==> config.mk <==
export PLATFORM = sky130hd
export DESIGN_NAME = abg_glue_top
export DESIGN_NICKNAME = d
export VERILOG_FILES = /design/src/hdl/abg_pkg.sv /design/src/hdl/abg_clk_if.sv /design/src/hdl/abg_clk_div.sv /design/src/hdl/abg_glue_top.sv
export VERILOG_INCLUDE_DIRS = /design/src /design/src/hdl
export SDC_FILE = /design/constraint.sdc
export NUM_CORES = 1
export LEC_CHECK = 0
export CAP_MARGIN = 5
export CORE_MARGIN = 2
export CORE_UTILIZATION = 35
export CTS_CLUSTER_DIAMETER = 150
export DETAILED_ROUTE_END_ITERATION = 12
export DONT_BUFFER_PORTS = 1
export GPL_ROUTABILITY_DRIVEN = 0
export SLEW_MARGIN = 20
export SYNTH_ARGS = -nofsm -noshare
export SYNTH_HDL_FRONTEND = slang
export SYNTH_SLANG_ARGS = --single-unit
==> constraint.sdc <==
create_clock -name CLK_IN -period 2 [get_ports CLK_IN]
set_input_delay 0.3 -clock CLK_IN [delete_from_list [all_inputs] [get_ports CLK_IN]]
set_output_delay 0.3 -clock CLK_IN [all_outputs]
set_load 0.02 [all_outputs]
==> src/hdl/abg_cfg.svh <==
// glue control constants: bit positions, reset values, timing
// assumes inclusion by bare name from design files
`ifndef ABG_CFG_SVH
`define ABG_CFG_SVH
`define ABG_SHARED_PIN_FUNCTION_SELECT_BIT 1
`define ABG_PORTB_GATE_BIT 0
`define ABG_PORTB_SPKEN_BIT 1
`define ABG_PORTA_A20_BIT 1
`define ABG_CLK_PERIOD_NS 100
`define ABG_SLOW_MAX_MHZ 8
`define ABG_TURBO_RST 1'b1
`define ABG_DIVSEL_RST 2'h0
`define ABG_DIVSEL_W 2
`endif

==> src/hdl/abg_pkg.sv <==
// glue control types
// assumes nothing beyond a SystemVerilog compiler
package abg_pkg;
   typedef enum logic [1:0] {ABG_IDLE = 2'b00, ABG_LATCH = 2'b01, ABG_HOLD = 2'b11} abg_ale_e;
   typedef logic [1:0] abg_div_t;
endpackage : abg_pkg

==> src/hdl/abg_clk_if.sv <==
// carrier between glue top and clock divider
// assumes one clock domain
`timescale 1ns/1ns
`default_nettype none
interface abg_clk_if;
   logic slow_sel;
   logic use_osc;
   abg_pkg::abg_div_t div_sel;
   logic clk_en;
   modport ctl (output slow_sel, output use_osc, output div_sel, input clk_en);
   modport div (input slow_sel, input use_osc, input div_sel, output clk_en);
endinterface : abg_clk_if
`default_nettype wire

==> src/hdl/abg_clk_div.sv <==
// system clock divider: divide by 2,4,6,8 of cpu clock or bus oscillator
// assumes the oscillator level arrives already synchronised
`timescale 1ns/1ns
`default_nettype none
`include "abg_cfg.svh"
module abg_clk_div (
   input wire logic clk_in,
   input wire logic rst_in,
   input wire logic osc_sync_in,
   abg_clk_if.div cif
);
   logic [3:0] cnt_ff;
   logic osc_d_ff;
   logic [3:0] lim;
   logic tick;
   always_comb begin
      lim = {1'b0, cif.div_sel, 1'b0} + 4'h1;
   end
   assign tick = cif.use_osc ? (osc_sync_in & ~osc_d_ff) : 1'b1;
   always_ff @(posedge clk_in or posedge rst_in) begin
      if (rst_in) begin
         osc_d_ff <= 1'b1;
      end else begin
         osc_d_ff <= osc_sync_in;
      end
   end
   // divider counts base ticks
   always_ff @(posedge clk_in or posedge rst_in) begin
      if (rst_in) begin
         cnt_ff <= 4'h0;
      end else if (tick) begin
         cnt_ff <= (cnt_ff >= lim) ? 4'h0 : cnt_ff + 4'h1;
      end
   end
   // full speed unless slow selected
   assign cif.clk_en = ~cif.slow_sel | (tick & (cnt_ff == 4'h0));
endmodule : abg_clk_div
`default_nettype wire

==> src/hdl/abg_glue_top.sv <==
// at bus glue control top: speaker, three-state, turbo, a20, ale, clock select, dma requests
// assumes pins arrive asynchronously; only speaker, TURBO_IN, oscillator, sleep miss, hold acknowledge, master and DRQ_IN are synchronised here
`timescale 1ns/1ns
`default_nettype none
`include "abg_cfg.svh"
module abg_glue_top #(
   parameter int DRQ_W = 8
) (
   input wire logic CLK_IN,
   input wire logic RST_IN,
   input wire logic POWER_OK_IN,
   input wire logic SPEAKER_OR_THREESTATE_N_IN,
   output logic SPEAKER_OR_THREESTATE_N_OUT,
   output logic SPEAKER_OR_THREESTATE_N_OE_OUT,
   input wire logic TIMER2_IN,
   input wire logic [7:0] PORTB_IN,
   input wire logic [7:0] PORTA_IN,
   input wire logic [7:0] SLEEP_CONTROL_REG_IN,
   input wire logic SLEEP_MISS_N_IN,
   output logic SLEEP_REQ_OUT,
   output logic CACHE_MISS_OUT,
   input wire logic TURBO_IN,
   input wire logic SW_TURBO_IN,
   output logic TURBO_EFF_OUT,
   input wire logic HOLD_ACKNOWLEDGE_IN,
   input wire logic MASTER_N_IN,
   output logic AEN_OUT,
   input wire logic CYCLE_START_IN,
   input wire logic CYCLE_DRAM_IN,
   output logic BALE_OUT,
   output logic EARLY_LATCH_ENABLE_N_OUT,
   input wire logic ADDR20_GATE_INTERNAL_IN,
   output logic ADDR20_BLOCK_N_OUT,
   input wire logic BUS_OSCILLATOR_IN,
   input wire logic USE_OSC_IN,
   input wire logic [1:0] DIV_SEL_IN,
   output logic SYS_CLK_EN_OUT,
   input wire logic [DRQ_W-1:0] DRQ_IN,
   output logic [DRQ_W-1:0] DRQ_SYNC_OUT,
   output logic DRQ16_OUT,
   output logic THREESTATE_OUT
);
   abg_clk_if cif ();
   logic [1:0] spk_s_ff;
   logic [1:0] turbo_s_ff;
   logic [1:0] osc_s_ff;
   logic [1:0] slp_s_ff;
   logic [1:0] hold_acknowledge_s_ff;
   logic [1:0] mst_s_ff;
   logic [DRQ_W-1:0] drq_s1_ff;
   logic [DRQ_W-1:0] drq_s2_ff;
   logic tri_ff;
   logic spk_ff;
   logic bale_ff;
   logic early_latch_enable_n_ff;
   logic aen_ff;
   logic a20_ff;
   logic turbo_ff;
   abg_pkg::abg_ale_e ale_st_ff;
   abg_pkg::abg_ale_e nxt_ale_st;
   logic new_cycle;

   ////////////////////////////////////////////////////////////////////////
   // synchronisers
   always_ff @(posedge CLK_IN or posedge RST_IN) begin
      if (RST_IN) begin
         spk_s_ff <= 2'h3;
         turbo_s_ff <= 2'h3;
         osc_s_ff <= 2'h3;
         slp_s_ff <= 2'h3;
         hold_acknowledge_s_ff <= 2'h0;
         mst_s_ff <= 2'h3;
      end else begin
         spk_s_ff <= {spk_s_ff[0], SPEAKER_OR_THREESTATE_N_IN};
         turbo_s_ff <= {turbo_s_ff[0], TURBO_IN};
         osc_s_ff <= {osc_s_ff[0], BUS_OSCILLATOR_IN};
         slp_s_ff <= {slp_s_ff[0], SLEEP_MISS_N_IN};
         hold_acknowledge_s_ff <= {hold_acknowledge_s_ff[0], HOLD_ACKNOWLEDGE_IN};
         mst_s_ff <= {mst_s_ff[0], MASTER_N_IN};
      end
   end
   genvar gi;
   generate
      for (gi = 0; gi < DRQ_W; gi++) begin : g_drq
         always_ff @(posedge CLK_IN or posedge RST_IN) begin
            if (RST_IN) begin
               drq_s1_ff[gi] <= 1'b0;
               drq_s2_ff[gi] <= 1'b0;
            end else begin
               drq_s1_ff[gi] <= DRQ_IN[gi];
               drq_s2_ff[gi] <= (gi == 4) ? 1'b0 : drq_s1_ff[gi];
            end
         end
      end
   endgenerate
   assign DRQ_SYNC_OUT = drq_s2_ff;
   assign DRQ16_OUT = |drq_s2_ff[DRQ_W-1:5];

   ////////////////////////////////////////////////////////////////////////
   // three-state entry and speaker
   always_ff @(posedge CLK_IN or posedge RST_IN) begin
      if (RST_IN) begin
         tri_ff <= 1'b0;
      end else if (!POWER_OK_IN) begin
         tri_ff <= ~spk_s_ff[1];
      end
   end
   always_ff @(posedge CLK_IN or posedge RST_IN) begin
      if (RST_IN) begin
         spk_ff <= 1'b0;
      end else begin
         spk_ff <= TIMER2_IN & PORTB_IN[`ABG_PORTB_GATE_BIT] & PORTB_IN[`ABG_PORTB_SPKEN_BIT];
      end
   end
   assign THREESTATE_OUT = tri_ff;
   assign SPEAKER_OR_THREESTATE_N_OUT = spk_ff;
   assign SPEAKER_OR_THREESTATE_N_OE_OUT = POWER_OK_IN & ~tri_ff;

   ////////////////////////////////////////////////////////////////////////
   // shared pin function
   assign SLEEP_REQ_OUT = ~SLEEP_CONTROL_REG_IN[`ABG_SHARED_PIN_FUNCTION_SELECT_BIT] & ~slp_s_ff[1];
   assign CACHE_MISS_OUT = SLEEP_CONTROL_REG_IN[`ABG_SHARED_PIN_FUNCTION_SELECT_BIT] & ~slp_s_ff[1];

   ////////////////////////////////////////////////////////////////////////
   // turbo and clock selection
   always_ff @(posedge CLK_IN or posedge RST_IN) begin
      if (RST_IN) begin
         turbo_ff <= `ABG_TURBO_RST;
      end else begin
         turbo_ff <= turbo_s_ff[1] & SW_TURBO_IN;
      end
   end
   assign TURBO_EFF_OUT = turbo_ff;
   assign cif.slow_sel = ~turbo_ff;
   assign cif.use_osc = USE_OSC_IN;
   assign cif.div_sel = DIV_SEL_IN;
   assign SYS_CLK_EN_OUT = cif.clk_en & ~tri_ff;
   abg_clk_div u_div (
      .clk_in(CLK_IN),
      .rst_in(RST_IN),
      .osc_sync_in(osc_s_ff[1]),
      .cif(cif)
   );

   ////////////////////////////////////////////////////////////////////////
   // address enable and a20 block
   always_ff @(posedge CLK_IN or posedge RST_IN) begin
      if (RST_IN) begin
         aen_ff <= 1'b0;
         a20_ff <= 1'b0;
      end else begin
         aen_ff <= hold_acknowledge_s_ff[1] & mst_s_ff[1];
         a20_ff <= ADDR20_GATE_INTERNAL_IN | PORTA_IN[`ABG_PORTA_A20_BIT];
      end
   end
   assign AEN_OUT = aen_ff;
   assign ADDR20_BLOCK_N_OUT = a20_ff;

   ////////////////////////////////////////////////////////////////////////
   // address latch enables
   assign new_cycle = CYCLE_START_IN & ~CYCLE_DRAM_IN;
   always_comb begin
      nxt_ale_st = abg_pkg::ABG_IDLE;
      case (ale_st_ff)
         abg_pkg::ABG_IDLE: begin
            if (hold_acknowledge_s_ff[1]) begin
               nxt_ale_st = abg_pkg::ABG_HOLD;
            end else if (new_cycle) begin
               nxt_ale_st = abg_pkg::ABG_LATCH;
            end
         end
         abg_pkg::ABG_LATCH: begin
            nxt_ale_st = hold_acknowledge_s_ff[1] ? abg_pkg::ABG_HOLD : abg_pkg::ABG_IDLE;
         end
         abg_pkg::ABG_HOLD: begin
            nxt_ale_st = hold_acknowledge_s_ff[1] ? abg_pkg::ABG_HOLD : abg_pkg::ABG_IDLE;
         end
         default: begin
            nxt_ale_st = abg_pkg::ABG_IDLE;
         end
      endcase
   end
   always_ff @(posedge CLK_IN or posedge RST_IN) begin
      if (RST_IN) begin
         ale_st_ff <= abg_pkg::ABG_IDLE;
      end else begin
         ale_st_ff <= nxt_ale_st;
      end
   end
   always_ff @(posedge CLK_IN or posedge RST_IN) begin
      if (RST_IN) begin
         bale_ff <= 1'b0;
         early_latch_enable_n_ff <= 1'b1;
      end else begin
         bale_ff <= (nxt_ale_st != abg_pkg::ABG_IDLE);
         early_latch_enable_n_ff <= (nxt_ale_st == abg_pkg::ABG_IDLE);
      end
   end
   assign BALE_OUT = bale_ff;
   assign EARLY_LATCH_ENABLE_N_OUT = early_latch_enable_n_ff;

   ////////////////////////////////////////////////////////////////////////
   // assertions
   property p_aen;
      @(posedge CLK_IN) disable iff (RST_IN)
      (hold_acknowledge_s_ff[1] && mst_s_ff[1]) |=> AEN_OUT;
   endproperty
   a_aen: assert property (p_aen) else $error("aen not high");
   property p_aen_low;
      @(posedge CLK_IN) disable iff (RST_IN)
      !(hold_acknowledge_s_ff[1] && mst_s_ff[1]) |=> !AEN_OUT;
   endproperty
   a_aen_low: assert property (p_aen_low) else $error("aen not low");
   property p_bale_pulse;
      @(posedge CLK_IN) disable iff (RST_IN)
      (new_cycle && !hold_acknowledge_s_ff[1] && ale_st_ff == abg_pkg::ABG_IDLE)
         |=> BALE_OUT ##1 (!BALE_OUT || hold_acknowledge_s_ff[1]);
   endproperty
   a_bale_pulse: assert property (p_bale_pulse) else $error("bale pulse wrong");
   property p_bale_hold;
      @(posedge CLK_IN) disable iff (RST_IN)
      hold_acknowledge_s_ff[1] |=> BALE_OUT;
   endproperty
   a_bale_hold: assert property (p_bale_hold) else $error("bale not held");
   property p_early_pulse;
      @(posedge CLK_IN) disable iff (RST_IN)
      (new_cycle && !hold_acknowledge_s_ff[1] && ale_st_ff == abg_pkg::ABG_IDLE) |=> !EARLY_LATCH_ENABLE_N_OUT;
   endproperty
   a_early_pulse: assert property (p_early_pulse) else $error("early latch pulse missing");
   property p_early_end;
      @(posedge CLK_IN) disable iff (RST_IN)
      (ale_st_ff == abg_pkg::ABG_LATCH && !hold_acknowledge_s_ff[1]) |=> EARLY_LATCH_ENABLE_N_OUT;
   endproperty
   a_early_end: assert property (p_early_end) else $error("early latch pulse too long");
   property p_early_hold;
      @(posedge CLK_IN) disable iff (RST_IN)
      hold_acknowledge_s_ff[1] |=> !EARLY_LATCH_ENABLE_N_OUT;
   endproperty
   a_early_hold: assert property (p_early_hold) else $error("early latch not held low");
   property p_a20;
      @(posedge CLK_IN) disable iff (RST_IN)
      (!RST_IN && (ADDR20_GATE_INTERNAL_IN || PORTA_IN[1])) |=> ADDR20_BLOCK_N_OUT;
   endproperty
   a_a20: assert property (p_a20) else $error("a20 block wrong");
   property p_turbo;
      @(posedge CLK_IN) disable iff (RST_IN)
      (!RST_IN && !SW_TURBO_IN) |=> !TURBO_EFF_OUT;
   endproperty
   a_turbo: assert property (p_turbo) else $error("turbo not gated");
   property p_turbo_on;
      @(posedge CLK_IN) disable iff (RST_IN)
      (turbo_s_ff[1] && SW_TURBO_IN) |=> TURBO_EFF_OUT;
   endproperty
   a_turbo_on: assert property (p_turbo_on) else $error("turbo not selected");
   property p_fast_clk;
      @(posedge CLK_IN) disable iff (RST_IN)
      (TURBO_EFF_OUT && !THREESTATE_OUT) |-> SYS_CLK_EN_OUT;
   endproperty
   a_fast_clk: assert property (p_fast_clk) else $error("full speed clock missing");
   property p_drq_low;
      @(posedge CLK_IN) disable iff (RST_IN)
      (!DRQ_IN[0] ##1 !DRQ_IN[0]) |=> !DRQ_SYNC_OUT[0];
   endproperty
   a_drq_low: assert property (p_drq_low) else $error("request release latency");
   property p_speaker;
      @(posedge CLK_IN) disable iff (RST_IN)
      !PORTB_IN[1] |=> !SPEAKER_OR_THREESTATE_N_OUT;
   endproperty
   a_speaker: assert property (p_speaker) else $error("speaker not gated");
   property p_tri;
      @(posedge CLK_IN) disable iff (RST_IN)
      (!POWER_OK_IN && !spk_s_ff[1]) |=> (THREESTATE_OUT && !SPEAKER_OR_THREESTATE_N_OE_OUT);
   endproperty
   a_tri: assert property (p_tri) else $error("three-state not entered");
   property p_slpmiss;
      @(posedge CLK_IN) disable iff (RST_IN)
      !(SLEEP_REQ_OUT && CACHE_MISS_OUT);
   endproperty
   a_slpmiss: assert property (p_slpmiss) else $error("shared pin both functions");
   property p_drq4;
      @(posedge CLK_IN) disable iff (RST_IN)
      DRQ_IN[4] |-> ##2 !DRQ_SYNC_OUT[4];
   endproperty
   a_drq4: assert property (p_drq4) else $error("channel 4 request passed");
   property p_drq_sync;
      @(posedge CLK_IN) disable iff (RST_IN)
      (DRQ_IN[0] ##1 DRQ_IN[0]) |=> DRQ_SYNC_OUT[0];
   endproperty
   a_drq_sync: assert property (p_drq_sync) else $error("request sync latency");
endmodule : abg_glue_top
`default_nettype wire

==> impl_metrics.ini, run 1 <==
[run_status]
run_status = complete, no violations

[layout]
num-nets-final = 153
finish.cell_count_without_fillers = 149
area_growth_syn_to_layout_pct = 15.89
final_design_area_no_fill_um2 = 1551
fillerInstances = 335
postLayoutCoreUtil_pct = 42.38
antennaDiodeCount = 0
layout-drive-gt1-share_pct = 26.73

[floorplanning]
design.portCount = 69
die_h_um = 65.85
die_width_um = 65.85
die-area_um2 = 4336
placeableCoreArea_um2 = 3661
num_rows = 22
initial_core_util_pct = 36.57

[sta]
timing.clock.skew_ps = 4.066
hold_viol_final = 0
report.final.slew_viol_count = 0
rsz0062_at_grt = no
post-route-period-util_pct = 92.96
max_freq_mhz = 537.9
period_minus_slack_ps = 1859
total_negative_setup_slack_ps = 0
report.final.setup_viol = 0

[global_routing]
grt_pass1_wl_um = 2960
first_global_vias = 686
groute.usage.overall_pct = 9.743
overflow = 0
grt_start_max_net_pins = 35
antenna_found_initial = 0

[yosys]
syn_area_per_cell_um2 = 15.21
yosys.cell_types.count = 25
synth-compound-area-share_pct = 9.346
synth_top_cell_by_area = sky130_fd_sc_hd__dfrtp_1
synthesis.nets = 141
library_cell_with_the_highest_instance_count_after_synthesis = sky130_fd_sc_hd__dfrtp_1
yosys_most_used_dff = sky130_fd_sc_hd__dfrtp_1
post_synth_fa_ha_maj_area_fraction_pct = 3.738
postSynthCellCount = 88
post_synth_edffs = 0
synth.ff_latch_count = 40
async_reset_ff_share_pct = 100.0
synth.area.mux_share_pct = 0
warnings_from_yosys = 0
synth_top_family_by_area = compound AO/OA/AOI/OAI gates
part_of_the_yosys_area_used_for_sequential_elements_pct = 75.98
synth-xor-area-share_pct = 0
synth.top_cells.by_area = sky130_fd_sc_hd__dfrtp_1, sky130_fd_sc_hd__dfstp_2, sky130_fd_sc_hd__ha_1
ys_top_cells_by_count = sky130_fd_sc_hd__dfrtp_1, sky130_fd_sc_hd__dfstp_2, sky130_fd_sc_hd__inv_1
synthesis.area_um2 = 1339
synth_top_cell_area_share_pct = 50.47
yosys.area_share.simple_pct = 7.196

[clocking]
cts-hold-fix-buffers = 6
cts.clk_slew.worst_paths_ps = 70
clock_buffer_count_from_cts = 5
clkLatencyLatePin_ps = 280
tritoncts_clock_tree = built
h-tree-depth = 2
ctsResizeCount = 0
cts_root_buffer = sky130_fd_sc_hd__clkbuf_8
clock_sinks = 40
post_cts_buffers = 0
clockBufferDepth = 2

[pwr]
power_per_cell_area_nw_per_um2 = 1116
power.sequential.fraction_pct = 55.8
internal_power_w = 0.001281
vdd.ir_drop.worst_v = 0.0005189
power.share.combinational_pct = 13.0
power_frac_clock_pct = 31.3
p_leak_nw = 0.7027
post-layout-total-power_w = 0.001732
total_switching_power_w = 0.0004509
power.switching_fraction_pct = 26.04

[critical_path]
crit_path_max_fanout = 3
worst_setup_path_start_kind = flip-flop
required_time_of_the_worst_setup_path_ps = 1700
timing.setup.critical_path_class = reg2out
cp-end-kind = output pin
worst_ep_arrival_time_ps = 1560

[flow_run]
timing.max_cap.violations = 0

[placed_design]
io_buffer_count = 0
dp_hpwl_um = 1322
place.detailed.instances = 135
dpl-instance-area_um2 = 1394

[drt]
routedWlPerCell_um = 12.77
drt_first_iter_violations = 26
ant_nets = 0
routed_wire_length_um = 1903
dr_total_vias = 694
firstDrtPassIters = 4
post-route-drc-count = 0
vias_per_cell = 4.658

[min_path]
hp-class = in2reg
## cell families after synthesis
logic type      after synthesis
other cells                   1
simple gates                 17
compound gates               15
buf+inv                      11
fa+ha+maj                     4
flops                        40
## sequential cells by signal, summed over array words and instances, names as in the netlist, 2 cells and up
register	cells
mst_s_ff	2
spk_s_ff	2
u_div.cnt_ff	4
turbo_s_ff	2
ale_st_ff	2
hold_acknowledge_s_ff	2
slp_s_ff	2
drq_s1_ff	7
DRQ_SYNC_OUT	7
osc_s_ff	2
## cells in the final DEF, fill, tap and decap left out
cell type                       Yosys  final
sky130_fd_sc_hd__a21oi_1            4      4
sky130_fd_sc_hd__or2_2              1      1
sky130_fd_sc_hd__nand3_1            1      1
sky130_fd_sc_hd__inv_1              9      9
sky130_fd_sc_hd__nand2b_1           2      2
sky130_fd_sc_hd__o21a_1             2      2
sky130_fd_sc_hd__clkinvlp_4         0      2
sky130_fd_sc_hd__buf_4              1      1
sky130_fd_sc_hd__nor3b_1            1      1
sky130_fd_sc_hd__o211ai_1           1      1
sky130_fd_sc_hd__a211o_1            1      1
sky130_fd_sc_hd__a32o_2             3      3
sky130_fd_sc_hd__ha_1               4      4
sky130_fd_sc_hd__dfstp_2           13     13
sky130_fd_sc_hd__or3_1              1      1
sky130_fd_sc_hd__and2_1             3      3
sky130_fd_sc_hd__dfrtp_1           27     27
sky130_fd_sc_hd__a211oi_1           1      1
sky130_fd_sc_hd__conb_1             1      1
sky130_fd_sc_hd__nor2b_1            2      2
sky130_fd_sc_hd__nor2_1             4      4
sky130_fd_sc_hd__and3_1             2      2
sky130_fd_sc_hd__o32ai_2            1      1
sky130_fd_sc_hd__a21boi_0           1      1
sky130_fd_sc_hd__dlygate4sd3_1      0      6
sky130_fd_sc_hd__a31o_1             1      1
sky130_fd_sc_hd__clkbuf_8           0      6
## area by class of cell
type                       count  area (um2)  area share, %
timing repair buffer           7       67.56          4.355
inverter                       9       33.78          2.177
clock buffer                   6       82.58          5.323
clock inverter                 2       15.01         0.9677
multi-input combinational     37       275.3          17.74
tap                           48       60.06          3.871
sequential                    40        1017          65.56
## critical path, cell delays in order, from the launching register on
cell                       delay, ps
sky130_fd_sc_hd__dfstp_2         550
sky130_fd_sc_hd__nor2b_1         210
sky130_fd_sc_hd__o211ai_1        120
sky130_fd_sc_hd__a21oi_1         400
## per-layer routing
metal / wire length [um] / vias up / global-route usage [%]
met1: 738 / 347 / 9.266
li1: - / 310 / -
met5: 0 / - / 0
met2: 957 / 33 / 15.40
met4: 19 / 0 / 6.250
met3: 188 / 4 / 6.303
## per-stage QoR
step	worst slack [ps]	hold slack (ps)
final	140.9	35.93
after global placement	438.5	110.1
after floorplan	536.6	304.5
after detailed placement	433.8	123.0
after global routing	42.87	12.12
after CTS	106.9	20.86
## final timing paths
path	startpoint	endpoint	slack, ps	cells past startpoint
worst max-delay path	osc_s_ff[1]	SYS_CLK_EN_OUT	140	3
worst min-delay path	DRQ_IN[2]	drq_s1_ff[2]	40	0
worst max register to register	u_div.cnt_ff[2]	u_div.cnt_ff[2]	500	4
worst min register to register	drq_s1_ff[7]	DRQ_SYNC_OUT[7]	350	0
max in group asynchronous	RST_IN	u_div.osc_d_ff	890	3
min in group asynchronous	RST_IN	THREESTATE_OUT	390	2
## power groups by stage
stage	Combinational [W]	Sequential (W)	Clock, W
floorplan	0.000187	0.000966	0
global placement	0.000209	0.000979	0
detailed placement	0.000218	0.000982	0
CTS	0.000228	0.000967	0.000570
global route	0.000250	0.000975	0.000601
finish	0.000224	0.000965	0.000542
No activity file was read; power rests on OpenSTA's default activity.
==> inputs of run 2 (changes only) <==
- SYNTH_HIERARCHICAL: not set -> 1
==> run 2 against run 1 <==
Combinational power grew 4%. First-iteration DRC count shrank 50%. Critical path depth grew 1. Critical path type unchanged. Core utilization grew 1.2 points. Largest cell class unchanged. Largest power group unchanged.
==> impl_metrics.ini, run 2 <==
[clocking]
clock_buffer_count_from_cts = 5
clock_sinks = 40
post_cts_buffers = 0
clockBufferDepth = 2
cts_root_buffer = sky130_fd_sc_hd__clkbuf_8
tritoncts_clock_tree = built
clkLatencyLatePin_ps = 280
cts.clk_slew.worst_paths_ps = 70
h-tree-depth = 2

[drt]
post-route-drc-count = 0
ant_nets = 0
vias_per_cell = 4.608
routed_wire_length_um = 1921
firstDrtPassIters = 4
routedWlPerCell_um = 12.56
dr_total_vias = 705
drt_first_iter_violations = 13

[floorplanning]
die_width_um = 66.17
initial_core_util_pct = 36.67
die-area_um2 = 4378
placeableCoreArea_um2 = 3689
num_rows = 22
design.portCount = 69
die_h_um = 66.17

[sta]
period_minus_slack_ps = 1864
final_critical_path_setup_slack_ps = 135.8
report.final.setup_viol = 0
post-route-period-util_pct = 93.21
rsz0062_at_grt = no
max_freq_mhz = 536.4
total_negative_setup_slack_ps = 0
hold_viol_final = 0
timing.clock.skew_ps = 4.373
report.final.slew_viol_count = 0

[min_path]
hp-class = in2reg

[yosys]
async_reset_ff_share_pct = 100.0
syn_area_per_cell_um2 = 15.03
synth.ff_latch_count = 40
part_of_the_yosys_area_used_for_sequential_elements_pct = 75.21
synth_top_cell_area_share_pct = 49.95
ys_top_cells_by_count = sky130_fd_sc_hd__dfrtp_1, sky130_fd_sc_hd__dfstp_2, sky130_fd_sc_hd__inv_1
warnings_from_yosys = 6
postSynthCellCount = 90
synthesis.nets = 143
synthesis.area_um2 = 1353
synth_top_cell_by_area = sky130_fd_sc_hd__dfrtp_1
yosys_most_used_dff = sky130_fd_sc_hd__dfrtp_1
library_cell_with_the_highest_instance_count_after_synthesis = sky130_fd_sc_hd__dfrtp_1
yosys.cell_types.count = 27
post_synth_edffs = 0
synth.top_cells.by_area = sky130_fd_sc_hd__dfrtp_1, sky130_fd_sc_hd__dfstp_2, sky130_fd_sc_hd__ha_1

[global_routing]
groute.usage.overall_pct = 9.550
grt_util_met2_pct = 13.38
first_global_vias = 678
global_route.usage.met1_pct = 10.20
overflow = 0
grt.busiest_layer = met2
grt_use_met3_pct = 7.325
grt_pass1_wl_um = 2932
grt_start_max_net_pins = 36
antenna_found_initial = 1

[run_status]
run_status = complete, no violations

[critical_path]
timing.critical_path.max_delay_family = flip-flops
timing.setup.critical_path_class = reg2out
slowest_stage = sky130_fd_sc_hd__dfstp_2
required_time_of_the_worst_setup_path_ps = 1700
worstPathBufferInverterCount = 0
crit_path_max_fanout = 4
timing.critical_path.cells = nor2b_2 -> nor2_1 -> o21ai_0 -> nor2b_4
worst_setup_path_start_kind = flip-flop
cp-end-kind = output pin
crit_path_max_cell_delay_ps = 550
worst_ep_arrival_time_ps = 1560

[pwr]
vdd.ir_drop.worst_v = 0.0005751
post-layout-total-power_w = 0.001876
power_per_cell_area_nw_per_um2 = 1168
p_leak_nw = 0.7317

[flow_run]
timing.max_cap.violations = 0

[layout]
num-nets-final = 156
multi_input_comb_area_um2 = 304.0
final_design_area_no_fill_um2 = 1607
final_cell_mix = sky130_fd_sc_hd__dfrtp_1, sky130_fd_sc_hd__dfstp_2, sky130_fd_sc_hd__inv_1, sky130_fd_sc_hd__clkbuf_8, sky130_fd_sc_hd__dlygate4sd3_1
layout-drive-gt1-share_pct = 26.92
final_common_cell = sky130_fd_sc_hd__dfrtp_1
postLayoutCoreUtil_pct = 43.56
seqCellArea_um2 = 1017
area_growth_syn_to_layout_pct = 18.78
fillerInstances = 351

[placed_design]
dp_hpwl_um = 1361
place_ws_ps = 269.6
dpl-instance-area_um2 = 1413
io_buffer_count = 0
run 2: per-stage QoR:
step           std cells  hold WS (ps)
2_1_floorplan         90         77.79
5_1_grt              152         14.38
3_5_place_dp         138         106.1
6_report             153         40.78
3_3_place_gp         138         103.5
4_1_cts              150         1.318
run 2: path summary, 6_finish.rpt:
| path | endpoint | startpoint | cells after the start | slack [ps] |
|---|---|---|---|---|
| max in group asynchronous | EARLY_LATCH_ENABLE_N_OUT | RST_IN | 3 | 1100 |
| min in group asynchronous | u_div/cnt_ff[0] | RST_IN | 2 | 380 |
| min reg2reg | DRQ_SYNC_OUT[5] | drq_s1_ff[5] | 0 | 350 |
| max reg2reg | u_div/cnt_ff[2] | u_div/cnt_ff[2] | 4 | 440 |
| max | SYS_CLK_EN_OUT | osc_s_ff[1] | 4 | 140 |
| min | drq_s1_ff[7] | DRQ_IN[7] | 0 | 40 |
run 2: report_power, final:
group	total, W	internal [W]	switching (W)
Combinational	0.000234	0.000117	0.000117
Clock	0.000669	0.000408	0.000262
Sequential	0.000972	0.000890	0.0000827
run 2: cell families (layout without fill, tap and decap cells):
family	after synthesis	in the layout	share of synthesized area, %
AO/OA/AOI/OAI	15	15	8.511
adder cells (fa/ha/maj)	4	4	3.700
buffers and inverters	10	24	3.053
flip-flops	40	40	75.21
other	1	2	0.2773
AND/OR/NAND/NOR	20	20	9.250
run 2: cell type report:
type / count / share of cell area, %
Antenna cell: 1 / 0.1558
Clock buffer: 6 / 5.140
Clock inverter: 2 / 2.414
Inverter: 9 / 2.103
Multi-Input combinational cell: 40 / 18.93
Sequential cell: 40 / 63.32
Tap cell: 48 / 3.738
Timing Repair Buffer: 7 / 4.206
run 2: worst register-to-register path, stage by stage, from the launching register on:
cell and delay [ps]:
sky130_fd_sc_hd__dfrtp_1 440, sky130_fd_sc_hd__ha_1 310, sky130_fd_sc_hd__a211o_1 310, sky130_fd_sc_hd__nor2_1 220, sky130_fd_sc_hd__a32o_1 220
run 2: repair_timing:
action,4_1_cts,5_1_grt
endpoints found under the hold margin,23,2
endpoints found under the setup margin,1,1
hold buffers,4,2
gates resized for setup,1,2
run 2: per-layer routing:
layer,routed length (um),up-vias
met5,0,-
met4,27,0
met3,252,4
met2,900,40
met1,741,343
li1,-,318
